`src/itx_pkg.sv`:
```
// Package for the integer trap, exclusive OR and swap execute unit.
// Assumes a 32-bit datapath with a decoded operation code from the pipeline.
package itx_pkg;

    localparam int unsigned DATA_W    = 32;
    localparam int unsigned IMM_W     = 16;
    localparam int unsigned REG_SEL_W = 5;
    localparam int unsigned SET_SEL_W = 4;
    localparam int unsigned REL_W     = 4;

    // Lowest architecture release that has the shadow write and byte swap.
    localparam logic [3:0] MIN_RELEASE = 4'h2;

    localparam logic [31:0] RESULT_RST = 32'h0000_0000;

    typedef enum logic [2:0]
    {
        ITX_OP_NONE,
        ITX_OP_TRAP_LTU,
        ITX_OP_TRAP_NE,
        ITX_OP_TRAP_NE_IMM,
        ITX_OP_XOR_REG,
        ITX_OP_XOR_IMM,
        ITX_OP_SWAP_HALVES,
        ITX_OP_WR_SHADOW
    } itx_op_e;

endpackage

```
`src/itx_compare.sv`:
```
// Compare stage for the trap operations of the execute unit.
// Assumes operands are stable for the whole cycle the operation is valid.
`timescale 1ns/10ps
`default_nettype none

module itx_compare
(
    // Operands
    input  wire logic [31:0] opnd_a,
    input  wire logic [31:0] opnd_b,
    input  wire logic [15:0] imm,
    // Compare results
    output logic             a_lt_b_unsigned,
    output logic             a_ne_b,
    output logic             a_ne_imm
);

    logic [31:0] imm_sext;

    // A 33-bit compare with a zero on top keeps both operands unsigned.
    assign a_lt_b_unsigned = {1'b0, opnd_a} < {1'b0, opnd_b};  // RQ1
    assign a_ne_b          = opnd_a != opnd_b;                 // RQ3
    assign imm_sext        = {{16{imm[15]}}, imm};             // RQ4
    assign a_ne_imm        = opnd_a != imm_sext;               // RQ4

endmodule

`default_nettype wire

```
`src/itx_exec.sv`:
```
// Execute-stage unit for traps, exclusive OR, byte swap and shadow writes.
// Assumes the pipeline presents one decoded operation per valid cycle and
// that the register file takes results the next cycle and the exception unit in the same cycle.
`timescale 1ns/10ps
`default_nettype none

// Function
// (RQ1) trap_less_unsigned traps if source_reg_a < source_reg_b unsigned.
// (RQ2) The code field of a register-compare trap word never affects the trap.
// (RQ3) trap_not_equal traps when source_reg_a differs from source_reg_b.
// (RQ4) trap_not_equal_imm traps if source_reg_a != sign-extended imm.
// (RQ5) write_previous_shadow_gpr copies source_reg_a to a shadow entry.
// (RQ6) Shadow write and swap raise reserved instruction below release 2.
// (RQ7) swap_bytes_in_halves writes bytes 23..16, 31..24, 7..0, 15..8.
// (RQ8) Register XOR writes source_reg_a ^ source_reg_b with no exception.
// (RQ9) exclusive_or_immediate xors source_reg_a with zero-extended imm.
// (RQ10) A trap is signalled in its execute cycle and commits no write.
// (RQ11) Shadow write without privileged access raises coprocessor unusable.
module itx_exec
(
    // Clock and reset
    input  wire logic                clk,
    input  wire logic                nrst,
    // Decoded operation
    input  wire logic                op_valid,
    input  wire itx_pkg::itx_op_e    op_code,
    input  wire logic [31:0]         source_reg_a,
    input  wire logic [31:0]         source_reg_b,
    input  wire logic [15:0]         imm,
    input  wire logic [9:0]          trap_code,
    input  wire logic [4:0]          target_reg,
    input  wire logic [4:0]          dest_reg,
    input  wire logic [3:0]          previous_shadow_set_field,
    // Core configuration
    input  wire logic [3:0]          arch_release,
    input  wire logic                priv_cop_enabled,
    // Exception requests, same cycle
    output logic                     trap_req,
    output logic                     resv_instr_req,
    output logic                     cop_unusable_req,
    // Register file write
    output logic                     gpr_we_q,
    output logic [4:0]               gpr_waddr_q,
    output logic [31:0]              gpr_wdata_q,
    // Shadow register file write
    output logic                     shadow_we_q,
    output logic [3:0]               shadow_set_q,
    output logic [4:0]               shadow_reg_q,
    output logic [31:0]              shadow_wdata_q
);

    logic        lt_u;
    logic        ne_reg;
    logic        ne_imm;
    logic        new_op;
    logic        trap_hit;
    logic        gpr_we_d;
    logic [4:0]  gpr_waddr_d;
    logic [31:0] gpr_wdata_d;
    logic        shadow_we_d;
    logic [3:0]  shadow_set_d;
    logic [4:0]  shadow_reg_d;
    logic [31:0] shadow_wdata_d;
    logic        ignored_code;

    function automatic logic [31:0] swap_halves(input logic [31:0] v);
        swap_halves = {v[23:16], v[31:24], v[7:0], v[15:8]};
    endfunction

    itx_compare itx_compare_inst
    (
        .opnd_a          (source_reg_a),
        .opnd_b          (source_reg_b),
        .imm             (imm),
        .a_lt_b_unsigned (lt_u),
        .a_ne_b          (ne_reg),
        .a_ne_imm        (ne_imm)
    );

    // The code field is accepted only so that the port exists; it is left
    // out of every compare on purpose.
    assign ignored_code = |trap_code;  // RQ2

    assign new_op = (arch_release >= itx_pkg::MIN_RELEASE);

    always_comb
    begin
        trap_hit = 1'b0;
        if (op_valid)
        begin
            case (op_code)
                itx_pkg::ITX_OP_TRAP_LTU:    trap_hit = lt_u;    // RQ1
                itx_pkg::ITX_OP_TRAP_NE:     trap_hit = ne_reg;  // RQ3
                itx_pkg::ITX_OP_TRAP_NE_IMM: trap_hit = ne_imm;  // RQ4
                default:                     trap_hit = 1'b0;
            endcase
        end
    end

    // Exceptions go out combinationally so the exception unit sees them in
    // the execute cycle itself.
    always_comb
    begin
        trap_req         = trap_hit;  // RQ10
        resv_instr_req   = 1'b0;
        cop_unusable_req = 1'b0;
        if (op_valid && !new_op &&
            (op_code == itx_pkg::ITX_OP_WR_SHADOW ||
             op_code == itx_pkg::ITX_OP_SWAP_HALVES))
        begin
            resv_instr_req = 1'b1;  // RQ6
        end
        // Reserved instruction takes priority over the privilege check.
        if (op_valid && new_op && !priv_cop_enabled &&
            op_code == itx_pkg::ITX_OP_WR_SHADOW)
        begin
            cop_unusable_req = 1'b1;  // RQ11
        end
    end

    always_comb
    begin
        gpr_we_d       = 1'b0;
        gpr_waddr_d    = gpr_waddr_q;
        gpr_wdata_d    = gpr_wdata_q;
        shadow_we_d    = 1'b0;
        shadow_set_d   = shadow_set_q;
        shadow_reg_d   = shadow_reg_q;
        shadow_wdata_d = shadow_wdata_q;
        if (op_valid && !trap_hit)  // RQ10
        begin
            case (op_code)
                itx_pkg::ITX_OP_XOR_REG:
                begin
                    gpr_we_d    = 1'b1;
                    gpr_waddr_d = dest_reg;
                    gpr_wdata_d = source_reg_a ^ source_reg_b;  // RQ8
                end
                itx_pkg::ITX_OP_XOR_IMM:
                begin
                    gpr_we_d    = 1'b1;
                    gpr_waddr_d = target_reg;
                    gpr_wdata_d = source_reg_a ^ {16'h0000, imm};  // RQ9
                end
                itx_pkg::ITX_OP_SWAP_HALVES:
                begin
                    if (new_op)  // RQ6
                    begin
                        gpr_we_d    = 1'b1;
                        gpr_waddr_d = target_reg;
                        gpr_wdata_d = swap_halves(source_reg_a);  // RQ7
                    end
                end
                itx_pkg::ITX_OP_WR_SHADOW:
                begin
                    if (new_op && priv_cop_enabled)  // RQ11
                    begin
                        shadow_we_d    = 1'b1;  // RQ5
                        shadow_set_d   = previous_shadow_set_field;
                        shadow_reg_d   = target_reg;
                        shadow_wdata_d = source_reg_a;
                    end
                end
                default: gpr_we_d = 1'b0;
            endcase
        end
    end

    always_ff @(posedge clk)
    begin
        if (!nrst)
        begin
            gpr_we_q       <= 1'b0;
            gpr_waddr_q    <= 5'h00;
            gpr_wdata_q    <= itx_pkg::RESULT_RST;
            shadow_we_q    <= 1'b0;
            shadow_set_q   <= 4'h0;
            shadow_reg_q   <= 5'h00;
            shadow_wdata_q <= itx_pkg::RESULT_RST;
        end
        else
        begin
            gpr_we_q       <= gpr_we_d;
            gpr_waddr_q    <= gpr_waddr_d;
            gpr_wdata_q    <= gpr_wdata_d;
            shadow_we_q    <= shadow_we_d;
            shadow_set_q   <= shadow_set_d;
            shadow_reg_q   <= shadow_reg_d;
            shadow_wdata_q <= shadow_wdata_d;
        end
    end

    property p_ltu_trap;
        @(posedge clk) disable iff (!nrst)
        (op_valid && op_code == itx_pkg::ITX_OP_TRAP_LTU)
            |-> (trap_req == ({1'b0, source_reg_a} < {1'b0, source_reg_b}));
    endproperty
    a_ltu_trap: assert property (p_ltu_trap) else $error("ltu wrong"); // RQ1

    property p_code_ignored;
        @(posedge clk) disable iff (!nrst)
        (op_valid && op_code == itx_pkg::ITX_OP_TRAP_NE && ignored_code)
            |-> (trap_req == (source_reg_a != source_reg_b));
    endproperty
    a_code_ignored: assert property (p_code_ignored) // RQ2
        else $error("code used");

    property p_ne_trap;
        @(posedge clk) disable iff (!nrst)
        (op_valid && op_code == itx_pkg::ITX_OP_TRAP_NE)
            |-> (trap_req == (source_reg_a != source_reg_b));
    endproperty
    a_ne_trap: assert property (p_ne_trap) else $error("ne trap wrong"); // RQ3

    property p_nei_trap;
        @(posedge clk) disable iff (!nrst)
        (op_valid && op_code == itx_pkg::ITX_OP_TRAP_NE_IMM)
            |-> (trap_req == (source_reg_a != {{16{imm[15]}}, imm}));
    endproperty
    a_nei_trap: assert property (p_nei_trap) else $error("nei wrong"); // RQ4

    property p_shadow;
        @(posedge clk) disable iff (!nrst)
        (op_valid && op_code == itx_pkg::ITX_OP_WR_SHADOW && new_op &&
         priv_cop_enabled)
            |=> (shadow_we_q && shadow_wdata_q == $past(source_reg_a) &&
                 shadow_set_q == $past(previous_shadow_set_field));
    endproperty
    a_shadow: assert property (p_shadow) else $error("shadow lost"); // RQ5

    property p_resv;
        @(posedge clk) disable iff (!nrst)
        (op_valid && arch_release < itx_pkg::MIN_RELEASE &&
         (op_code == itx_pkg::ITX_OP_SWAP_HALVES ||
          op_code == itx_pkg::ITX_OP_WR_SHADOW))
            |-> resv_instr_req ##1 (!gpr_we_q && !shadow_we_q);
    endproperty
    a_resv: assert property (p_resv) else $error("release missed"); // RQ6

    property p_swap;
        @(posedge clk) disable iff (!nrst)
        (op_valid && new_op && op_code == itx_pkg::ITX_OP_SWAP_HALVES)
            |=> (gpr_we_q && gpr_wdata_q[31:24] == $past(source_reg_a[23:16])
                 && gpr_wdata_q[7:0] == $past(source_reg_a[15:8]));
    endproperty
    a_swap: assert property (p_swap) else $error("swap bytes wrong"); // RQ7

    property p_xor;
        @(posedge clk) disable iff (!nrst)
        (op_valid && op_code == itx_pkg::ITX_OP_XOR_REG)
            |=> (gpr_we_q && gpr_waddr_q == $past(dest_reg) &&
                 gpr_wdata_q == ($past(source_reg_a) ^ $past(source_reg_b)));
    endproperty
    a_xor: assert property (p_xor) else $error("xor wrong"); // RQ8

    property p_exclusive_or_immediate;
        @(posedge clk) disable iff (!nrst)
        (op_valid && op_code == itx_pkg::ITX_OP_XOR_IMM)
            |-> !trap_req && !resv_instr_req ##1
                (gpr_wdata_q[31:16] == $past(source_reg_a[31:16]));
    endproperty
    a_exclusive_or_immediate: assert property (p_exclusive_or_immediate) else $error("exclusive_or_immediate wrong"); // RQ9

    property p_no_commit;
        @(posedge clk) disable iff (!nrst)
        trap_req |=> !gpr_we_q && !shadow_we_q;
    endproperty
    a_no_commit: assert property (p_no_commit) // RQ10
        else $error("trap committed");

    property p_cpu;
        @(posedge clk) disable iff (!nrst)
        (op_valid && new_op && !priv_cop_enabled &&
         op_code == itx_pkg::ITX_OP_WR_SHADOW)
            |-> cop_unusable_req ##1 !shadow_we_q;
    endproperty
    a_cpu: assert property (p_cpu) else $error("privilege missed"); // RQ11

    c_trap:   cover property (@(posedge clk) trap_req);
    c_shadow: cover property (@(posedge clk) shadow_we_q);
    c_swap:   cover property (@(posedge clk)
        op_valid && op_code == itx_pkg::ITX_OP_SWAP_HALVES ##1 gpr_we_q);

endmodule

`default_nettype wire

```
`config.mk`:
```
export PLATFORM = sky130hd
export DESIGN_NAME = itx_exec
export DESIGN_NICKNAME = d
export VERILOG_FILES = /design/src/itx_pkg.sv /design/src/itx_compare.sv /design/src/itx_exec.sv
export SDC_FILE = /design/constraint.sdc
export NUM_CORES = 1
export LEC_CHECK = 0
export BUFFER_PORTS_ARGS = -buffer_cell sky130_fd_sc_hd__buf_4
export CAP_MARGIN = 20
export CORE_UTILIZATION = 40
export DETAILED_ROUTE_END_ITERATION = 8
export PLACE_DENSITY = 0.72
export SYNTH_ARGS = -nofsm -noshare
export SYNTH_HDL_FRONTEND = slang
export SYNTH_HIERARCHICAL = 1
export SYNTH_SLANG_ARGS = --single-unit
```
`constraint.sdc`:
```
create_clock -name clk -period 2 [get_ports clk]
set_clock_uncertainty 0.1 [all_clocks]
set_input_delay 0 -clock clk [delete_from_list [all_inputs] [get_ports clk]]
set_output_delay 0 -clock clk [all_outputs]
set_load 0.05 [all_outputs]
```
After elaboration in Yosys (flattened, before gate mapping)
Cells that the tools add are included.
{ "word_totals": {"ff_bits": 80, "in_bits": 115} }
{ "op_classes": {"order_cmp": 2, "n_eq_ne": 10, "mux": 11, "bitwise_logic": 2, "n_reduce_logical": 17} }
{ "ops": {"columns": ["cell", "count"], "rows": [
  ["$pmux 32 s3", 1],
  ["$ne 32x32->1", 2],
  ["$lt 32x32->1", 1],
  ["$mux 32", 1],
  ["$xor 32x16->32", 1],
  ["$xor 32x32->32", 1],
  ["$pmux 5 s3", 1],
  ["$eq 3x3->1 const B", 4],
  ["$reduce_and 3->1", 3],
  ["$logic_and 1x1->1", 7],
  ["$eq 3x2->1 const B", 2],
  ["$mux 1", 5],
  ["$mux 5", 1],
  ["$ge 4x2->1 const B", 1],
  ["$eq 3x1->1 const B", 1],
  ["$logic_not 1->1", 3],
  ["$pmux 1 s3", 1],
  ["$reduce_bool 3->1", 1],
  ["$ne 2x2->1 const B", 1],
  ["$pmux 1 s2", 1],
  ["$reduce_and 2->1", 1],
  ["$reduce_or 2->1", 1],
  ["$logic_or 1x1->1", 1]
]} }

Longest topological paths before layout
Gate-level depths: netlist of the first run.
{ "logic_depth": {"ltp_word": 6, "mapped_depth": 9, "mapped_depth_nobuf": 9} }

Hierarchy
The synthesis of the first run kept the hierarchy.
{ "modules_own_cells": {"columns": ["mod", "n_inst", "cells_each", "area_each_um2", "seq_area_each_um2"], "rows": [
  ["itx_exec", 1, 510, 4187.8, 1601.5],
  ["itx_compare", 1, 152, 1101.1, 0.0]
]} }

Least setup slack after synthesis of the first run
Ideal clock, no wire load.
{ "synth_timing": {"kind": "input-to-output", "start": "in source_reg_b[17]", "end": "out trap_req", "t_arrival_ns": 2.413, "t_required_ns": 1.900, "setup_slack_ns": -0.513, "stages": 9, "cell_sequence": "inv_1 -> ha_1 -> a21oi_2 -> o21ai_1 -> a221oi_2 -> nor2_1 -> a2111oi_2 -> a22oi_1 -> nor3b_1"} }
{ "synth_via": {"elab_chain_len": 3} }
{ "synth_rtl": {"columns": ["element", "line", "rtl"], "rows": [
  ["start, declared", "itx_exec.sv:28", "input wire logic [31:0] source_reg_b,"],
  ["$lt 32x32->1", "itx_compare.sv:21", "assign a_lt_b_unsigned = {1'b0, opnd_a} < {1'b0, opnd_b};"],
  ["net lt_u", "itx_exec.sv:52", "logic lt_u;"],
  ["$pmux 1 s3", "itx_exec.sv:91", "case (op_code)"],
  ["$mux 1", "itx_exec.sv:89", "if (op_valid)"],
  ["end, declared", "itx_exec.sv:38", "output logic trap_req,"]
]} }
The timed path passes the listed nets, and every way through them passes these cells.

Worst setup path after layout of the first run
{ "layout_timing": {"start": "in source_reg_b[31]", "end": "out trap_req"} }
{ "layout_via": {"elab_chain_len": 3} }
{ "layout_rtl": {"columns": ["element", "line", "rtl"], "rows": [
  ["$ne 32x32->1", "itx_compare.sv:22", "assign a_ne_b = opnd_a != opnd_b;"],
  ["net ne_reg", "itx_exec.sv:53", "logic ne_reg;"],
  ["$pmux 1 s3", "itx_exec.sv:91", null],
  ["$mux 1", "itx_exec.sv:89", null]
]} }
The timed path passes the listed nets, and every way through them passes these cells.

==> impl_summary.txt, run 1 <==
----------------------------------------------------
[Yosys]
  Sequential-to-total area share from yosys stat ... a little under a third
  Register bit count reported by yosys ... 80
  Post-synth EDFFs ... 0
  Yosys cell types ... approximately 50
  Post-synthesis cell area ... 5290 um2
  Proportion of synthesized flip-flops having asynchronous set or reset ... 0%
  Post-synthesis instance total ... approximately 660
  Top flip-flop cell by instance count after synthesis ... dfxtp_1
  Mean area per synthesized cell ... about 8.0 um2
  Yosys warning count ... 6
  Number of nets in the synthesized netlist ... approximately 810

[Cells and area]
  Final Util ... about two thirds
  Post-synthesis to final-layout area growth ... 57.4%
  Antenna Diode Count ... 0
  Commonest cells after routing, fill and taps aside ... buf_4, nand2_1, dfxtp_1
  Share of final-layout standard cells stronger than drive strength 1 ... between 30% and 40%
  Most common cell after layout, fill and taps aside ... buf_4
  Number of nets in the layout ... between 1000 and 1500

[Clock network]
  Number of H-tree branching levels ... 3
  Clock-pin transition on the worst setup and hold timing paths ... 60 ps
  Clock insertion delay at the later pin of the skew report ... 340 ps
  Bufs on Longest Clock Path ... 2
  TritonCTS clock tree ... built
  CTS Root Buffer Type ... clkbuf_16
  Clock sink count ... 80
  TritonCTS Buffers ... 9

[Min path]
  Hold/Removal Path Class ... in -> reg

[Global route]
  Total global routing overflow ... 0
  Initial antenna violation count ... 0
  Maximum number of pins on one net before global-route repair ... 50
  Number of global-route vias before repair ... 5252
  Overall global routing resource usage ... between 20% and 30%
  Global-route wire length before repair ... roughly 27 mm

[Drt]
  Final routed wire length divided by cell count ... roughly 16 um
  Drt first-iter violations ... 319
  DR vias/cell ... between 5 and 6
  Detailed-route DRC error count ... 0
  Final antenna-violating net count ... 0
  Total number of vias ... 5817
  Number of detailed-routing iterations run before antenna repair ... 5
  Total routed wirelength ... ~18 mm

[Power]
  Overall power after layout ... around 4700 uW
  Highest ir drop seen on vdd ... 0.000383 V
  Leak Pwr ... just under 0.004 uW
  Power density cells ... about 570 nW/um2

[Placement]
  Post-Place Worst Slack ... -208 ps
  Weighted congestion at the end of routability-driven global placement ... roughly 0.88
  HPWL after DPL ... around 13 mm
  Count of input and output buffers ... between 150 and 200

[Timing]
  Achievable Freq ... between 500 and 600 MHz
  Time the worst path needs with I/O delays and setup ... between 1500 and 2000 ps
  Actual transition at the worst max-transition pin ... ~590 ps
  Share of the cycle needed by the critical path after routing ... approximately 100%
  Setup repair after global routing missed its margin ... yes
  Setup TNS ... 0 ps
  Worst-case setup margin in the final layout ... 5.49 ps
  Pins over their slew limit ... 0
  Hold violation total from the final report ... 0
  Worst slew margin relative to its limit ... about three fifths
  Count of final setup violators ... 0

[Floorplan]
  Number of standard-cell rows in the floorplan ... 41
  I/O pin cnt ... between 150 and 200
  Core box area ... between 10000 and 15000 um2
  Horizontal die dimension ... roughly 120 um
  Starting density of the core ... around two fifths
  DIE HEIGHT ... 117 um
  Total die area ... between 10000 and 15000 um2

[Setup path]
  CP max FO ... 3
  Worst Path Class, Setup ... in -> out
  Critical path launch point type ... primary input
  WP data arrival ... between 1500 and 2000 ps
  Kind of end point of the critical path ... output port
  Worst path required time ... ~1900 ps

[Outcome]
  Outcome ... finished, final reports clean

[Run]
  Max-capacitance violation count ... 0

----------------------------------------------------
cell type report:
type                       instances  area, um2
clock buffer                      10        239
tap                              172        215
fill                            1044       4450
timing repair buffer             324       2630
inverter                          34        130
clock inverter                     6       42.5
sequential                        80       1600
multi-input combinational        504       3460
worst max-delay path, stage by stage:
cell and delay (ps):
buf_4 90, inv_1 40, ha_1 280, nand4_1 160
or3_4 390, nor2_4 110, nand3_1 90, mux2_4 280
a22oi_2 210, nor3b_4 70, buf_6 160
sequential cells by signal, summed over array words and instances, names as in the netlist:
register,count
shadow_reg_q,5
gpr_we_q,1
shadow_wdata_q,32
gpr_wdata_q,32
shadow_we_q,1
gpr_waddr_q,5
shadow_set_q,4
stage by stage:
| step | instances | instance area (um2) | hold WS (ps) |
|---|---|---|---|
| 6_report | 1130 | 8320 | 8.44 |
| 5_1_grt | 1130 | 8320 | 19.8 |
| 4_1_cts | 1130 | 8170 | 1.95 |
| 3_5_place_dp | 1045 | 7170 | 171 |
| 3_3_place_gp | 1045 | 7170 | 163 |
| 2_1_floorplan | 662 | 5300 | 34.9 |
cell usage after synthesis (all sizes together) (2+ instances only):
library cell  instances  area, um2
buf                  33        245
o22ai                32        200
nor4                  7       65.1
a22oi                17        128
and4                  4       35.0
or3                   3       23.8
nand2               130        498
mux2i                 5       50.1
nor2                 25       93.8
a22o                 16        140
inv                  34        128
nor2b                 4       25.0
a21oi                49        249
nand3                 6       30.0
a31oi                 2       12.5
ha                   32        400
nand4                 6       37.5
a211oi                2       15.0
a21boi               41        308
nor3                  4       20.0
dfxtp                80       1600
clkbuf               11       43.8
nand2b               16        100
or2b                  2       15.0
o21ai                26        130
o211ai                2       15.0
a211o                16        140
xor2                 49        455
per-layer routing:
layer / track usage, % / routed length, um / vias to the layer above
met3: 5.46 / 1300 / 26
met2: 41.9 / 8370 / 216
met4: 8.52 / 381 / 0
li1: - / - / 2896
met5: 0 / 0 / -
met1: 34.9 / 7970 / 2679
what timing repair did:
item                                   4_1_cts  5_1_grt
endpoints found under the hold margin       66        0
setup endpoints to repair                    1        1
buffers inserted                             0        0
resized for setup                            5       23
pin swaps                                    4       13
hold buffers                                69        0
where the power goes:
part / internal (uW) / switching (uW) / total, uW
logic: 659 / 783 / 1440
registers: 1650 / 31.0 / 1680
clock network: 879 / 701 / 1580
total: 3190 / 1520 / 4700
worst paths after layout:
check	start	endpoint	slack, ps	cells past startpoint
min reg2reg	shadow_wdata_q[28]	shadow_wdata_q[28]	360	2
max reg2reg	gpr_waddr_q[1]	gpr_waddr_q[1]	650	3
min	source_reg_a[8]	shadow_wdata_q[8]	8	4
max	source_reg_b[31]	trap_req	5	11
cells by family after synthesis:
family | share of synthesized area, %
simple gates | 18.2
compound gates | 26.3
flops | 30.3
xor+xnor | 8.61
fa+ha+maj | 7.57
mux | 1.16
buf+inv | 7.88
(Power assumes the default switching activity.)
==> run 2, diff against run 1 <==
- BUFFER_PORTS_ARGS: -buffer_cell sky130_fd_sc_hd__buf_4 -> -buffer_cell sky130_fd_sc_hd__buf_2
==> run 2 against run 1 <==
Net effect: the run now ends with negative setup slack left; global-route usage increased by 0.49 points; register-to-register slack got worse by 30 ps; via count increased by 2.9%; largest cell class unchanged.
==> impl_summary.txt, run 2 (same netlist as run 1, synthesis figures left out) <==
----------------------------------------------------
[Drt]
  Final routed wire length divided by cell count ... 16.0 um (+0.62%)
  Final antenna-violating net count ... 0 (unchanged)
  Total routed wirelength ... 18.4 mm (+1.9%)
  Drt first-iter violations ... 399 (+25%)
  DR vias/cell ... 5.23 (+1.7%)
  Detailed-route DRC error count ... 0 (unchanged)
  Number of detailed-routing iterations run before antenna repair ... 9 (+4)
  Total number of vias ... 5988 (+2.9%)

[Setup path]
  CP Capture Point ... trap_req
  Worst-case register-to-register setup slack ... 620 ps (-30 ps)
  Critical Path, Cell by Cell ... buf_2 > ha_1 > a21oi_1 > o21ai_0 > a21oi_1 > o211ai_1 > a2111oi_4 > a22oi_2 > nor3b_4 > buf_6
  Worst-case reg-to-reg path depth ... 3 (unchanged)
  CP max FO ... 3 (unchanged)
  Endpoint of the most critical register-to-register path ... gpr_waddr_q[2]
  Startpoint of the lowest-slack register-to-register path ... gpr_waddr_q[2]
  Worst Path Class, Setup ... in -> out
  Setup crit start ... source_reg_a[7]
  Kind of end point of the critical path ... output port
  Worst path required time ... 1900 ps (about the same)
  Cell with the biggest individual delay on the critical path ... a2111oi_4
  Crit-path max cell delay ... 340 ps (-50 ps)
  Critical path launch point type ... primary input
  Most frequent cell on the critical path ... a21oi_1
  WP data arrival ... 1910 ps (+20 ps)

[Clock network]
  TritonCTS clock tree ... built
  CTS Root Buffer Type ... clkbuf_16
  Clock insertion delay at the later pin of the skew report ... 350 ps (about the same)
  Bufs on Longest Clock Path ... 2 (unchanged)
  TritonCTS Buffers ... 9 (unchanged)
  Number of H-tree branching levels ... 3 (unchanged)
  Clock-pin transition on the worst setup and hold timing paths ... 60 ps (about the same)
  Clock sink count ... 80 (unchanged)

[Power]
  Internal power summed over all cells ... 3130 uW (-1.9%)
  Highest ir drop seen on vdd ... 0.000392 V (+2.4%)
  Fraction of power spent switching nets ... 32.8% (+0.61 points)
  Proportion of power drawn by the clock network ... 34.1% (+0.5 points)
  Leak Pwr ... 0.00385 uW (-0.47%)
  Net Switching ... 1530 uW (+0.89%)
  Sequential group share of total power ... 36.1% (+0.3 points)
  Power density cells ... 583 nW/um2 (+3.2%)
  Relative contribution of combinational cells to total power ... 29.8% (-0.9 points)

[Timing]
  Achievable Freq ... 498 MHz (-0.63%)
  Time the worst path needs with I/O delays and setup ... 2010 ps (+12.6 ps)
  Worst-case setup margin in the final layout ... -7.09 ps (-12.6 ps)
  Count of final setup violators ... 1 (+1)
  Setup TNS ... -7.09 ps (-7.09 ps)
  Share of the cycle needed by the critical path after routing ... 100% (+0.63 points)
  Actual transition at the worst max-transition pin ... 559 ps (-31.5 ps)
  Setup repair after global routing missed its margin ... yes
  Worst slew margin relative to its limit ... 62.7% (+2.1 points)
  Hold violation total from the final report ... 0 (unchanged)
  Pins over their slew limit ... 0 (unchanged)

[Placement]
  Instance area at placement ... 6890 um2 (-3.9%)
  Count of input and output buffers ... 186 (unchanged)
  HPWL after DPL ... 12.8 mm (+1.3%)
  Weighted congestion at the end of routability-driven global placement ... 0.888 (+0.58%)

[Cells and area]
  Commonest cells after routing, fill and taps aside ... buf_2, nand2_1, buf_4
  Number of inserted filler cells in the final layout ... 1095 (+4.9%)
  Largest registers in the final layout ... gpr_wdata_q (32), shadow_wdata_q (32)
  Share of final-layout standard cells stronger than drive strength 1 ... 34.7% (+2.9 points)
  Combined area of the multi-input logic cells ... 3480 um2 (+0.58%)
  Post-synthesis to final-layout area growth ... 51.1%
  Final design area excluding fillers ... 7990 um2 (-4.0%)
  FF+latch area ... 1600 um2 (unchanged)
  Most common cell after layout, fill and taps aside ... buf_2
  Number of nets in the layout ... 1112 (+1.1%)

[Outcome]
  Outcome ... complete, but fails checks
  Failing checks ... negative setup slack

[Global route]
  Number of global-route vias before repair ... 5621 (+7.0%)
  Maximum number of pins on one net before global-route repair ... 47 (-6.0%)
  Initial antenna violation count ... 1 (+1)
  Global routing usage on met2 ... 41.6% (-0.28 points)
  Total global routing overflow ... 0 (unchanged)
  Overall global routing resource usage ... 26.6% (+0.49 points)
  Met3 Use GR ... 4.33% (-1.1 points)
  Global-route wire length before repair ... 27.6 mm (+1.9%)
  Most crowded layer after global routing ... met2
  Routing usage on met1 ... 35.2% (+0.32 points)

[Run]
  Max-capacitance violation count ... 0 (unchanged)

[Floorplan]
  Starting density of the core ... 41.4% (unchanged)
  I/O pin cnt ... 198 (unchanged)
  Core box area ... 12800 um2 (unchanged)
  Number of standard-cell rows in the floorplan ... 41 (unchanged)
  Total die area ... 13700 um2 (unchanged)
  DIE HEIGHT ... 117 um (unchanged)
  Horizontal die dimension ... 117 um (unchanged)

[Min path]
  Hold/Removal Path Class ... in -> reg

----------------------------------------------------
[run 2: power groups by stage]
stage                     Clock, uW  Sequential, uW  Combinational [uW]
final                          1590            1680                1390
after CTS                      1620            1680                1320
after floorplan                   0            1910                 525
after global placement            0            1710                1200
after global routing           1700            1680                1490
after detailed placement          0            1710                1210
[run 2: area by class of cell]
| class | count | area share (%) |
|---|---|---|
| tap | 172 | 2.69 |
| inverter | 34 | 1.60 |
| clock buffer | 12 | 3.08 |
| sequential | 80 | 20.0 |
| clock inverter | 4 | 0.376 |
| timing repair buffer | 336 | 28.6 |
| multi-input combinational | 504 | 43.6 |
| antenna | 2 | 0.0626 |
[run 2: worst min path at each step]
stage                                  from            endpoint  slack [ps]  cells past startpoint
4_1_cts                    source_reg_a[11]  shadow_wdata_q[11]           5                      4
3_3_place_gp   previous_shadow_set_field[1]     shadow_set_q[1]         150                      3
3_5_place_dp   previous_shadow_set_field[1]     shadow_set_q[1]         170                      3
2_1_floorplan              source_reg_a[26]  shadow_wdata_q[26]          30                      2
5_1_grt                    source_reg_a[10]  shadow_wdata_q[10]          50                      4
6_report                   source_reg_a[10]  shadow_wdata_q[10]          30                      4
[run 2: per-stage QoR]
step	hold slack, ps	util (%)	worst slack [ps]	std cells	power, uW
finish	27.0	62.6	-7.09	1144	4660
global route	48.9	62.5	-78.4	1143	4880
CTS	5.25	61.3	-29.4	1142	4620
detailed placement	168	54.0	-269	1070	2930
global placement	154	54.0	-190	1070	2910
floorplan	34.9	-	112	662	2440
[run 2: per-layer routing]
layer,vias up,part of all wire (%)
li1,2937,-
met3,43,6.4
met1,2764,44
met5,-,0
met2,244,46
met4,0,3.5
[run 2: worst max-delay path: cells and delay by family]
| kind | cells | cell delay, ps |
|---|---|---|
| fa+ha+maj | 1 | 320 |
| compound gates | 6 | 1040 |
| buf+inv | 2 | 300 |
| simple gates | 1 | 230 |
[run 2: timing repair]
action                     in CTS  in global routing
resized for setup              20                 31
pin swaps                      12                 15
buffers inserted                1                  0
setup endpoints to repair       1                  1
hold endpoints to repair       52                  0
hold buffers                   55                  0
cloned                          0                  0
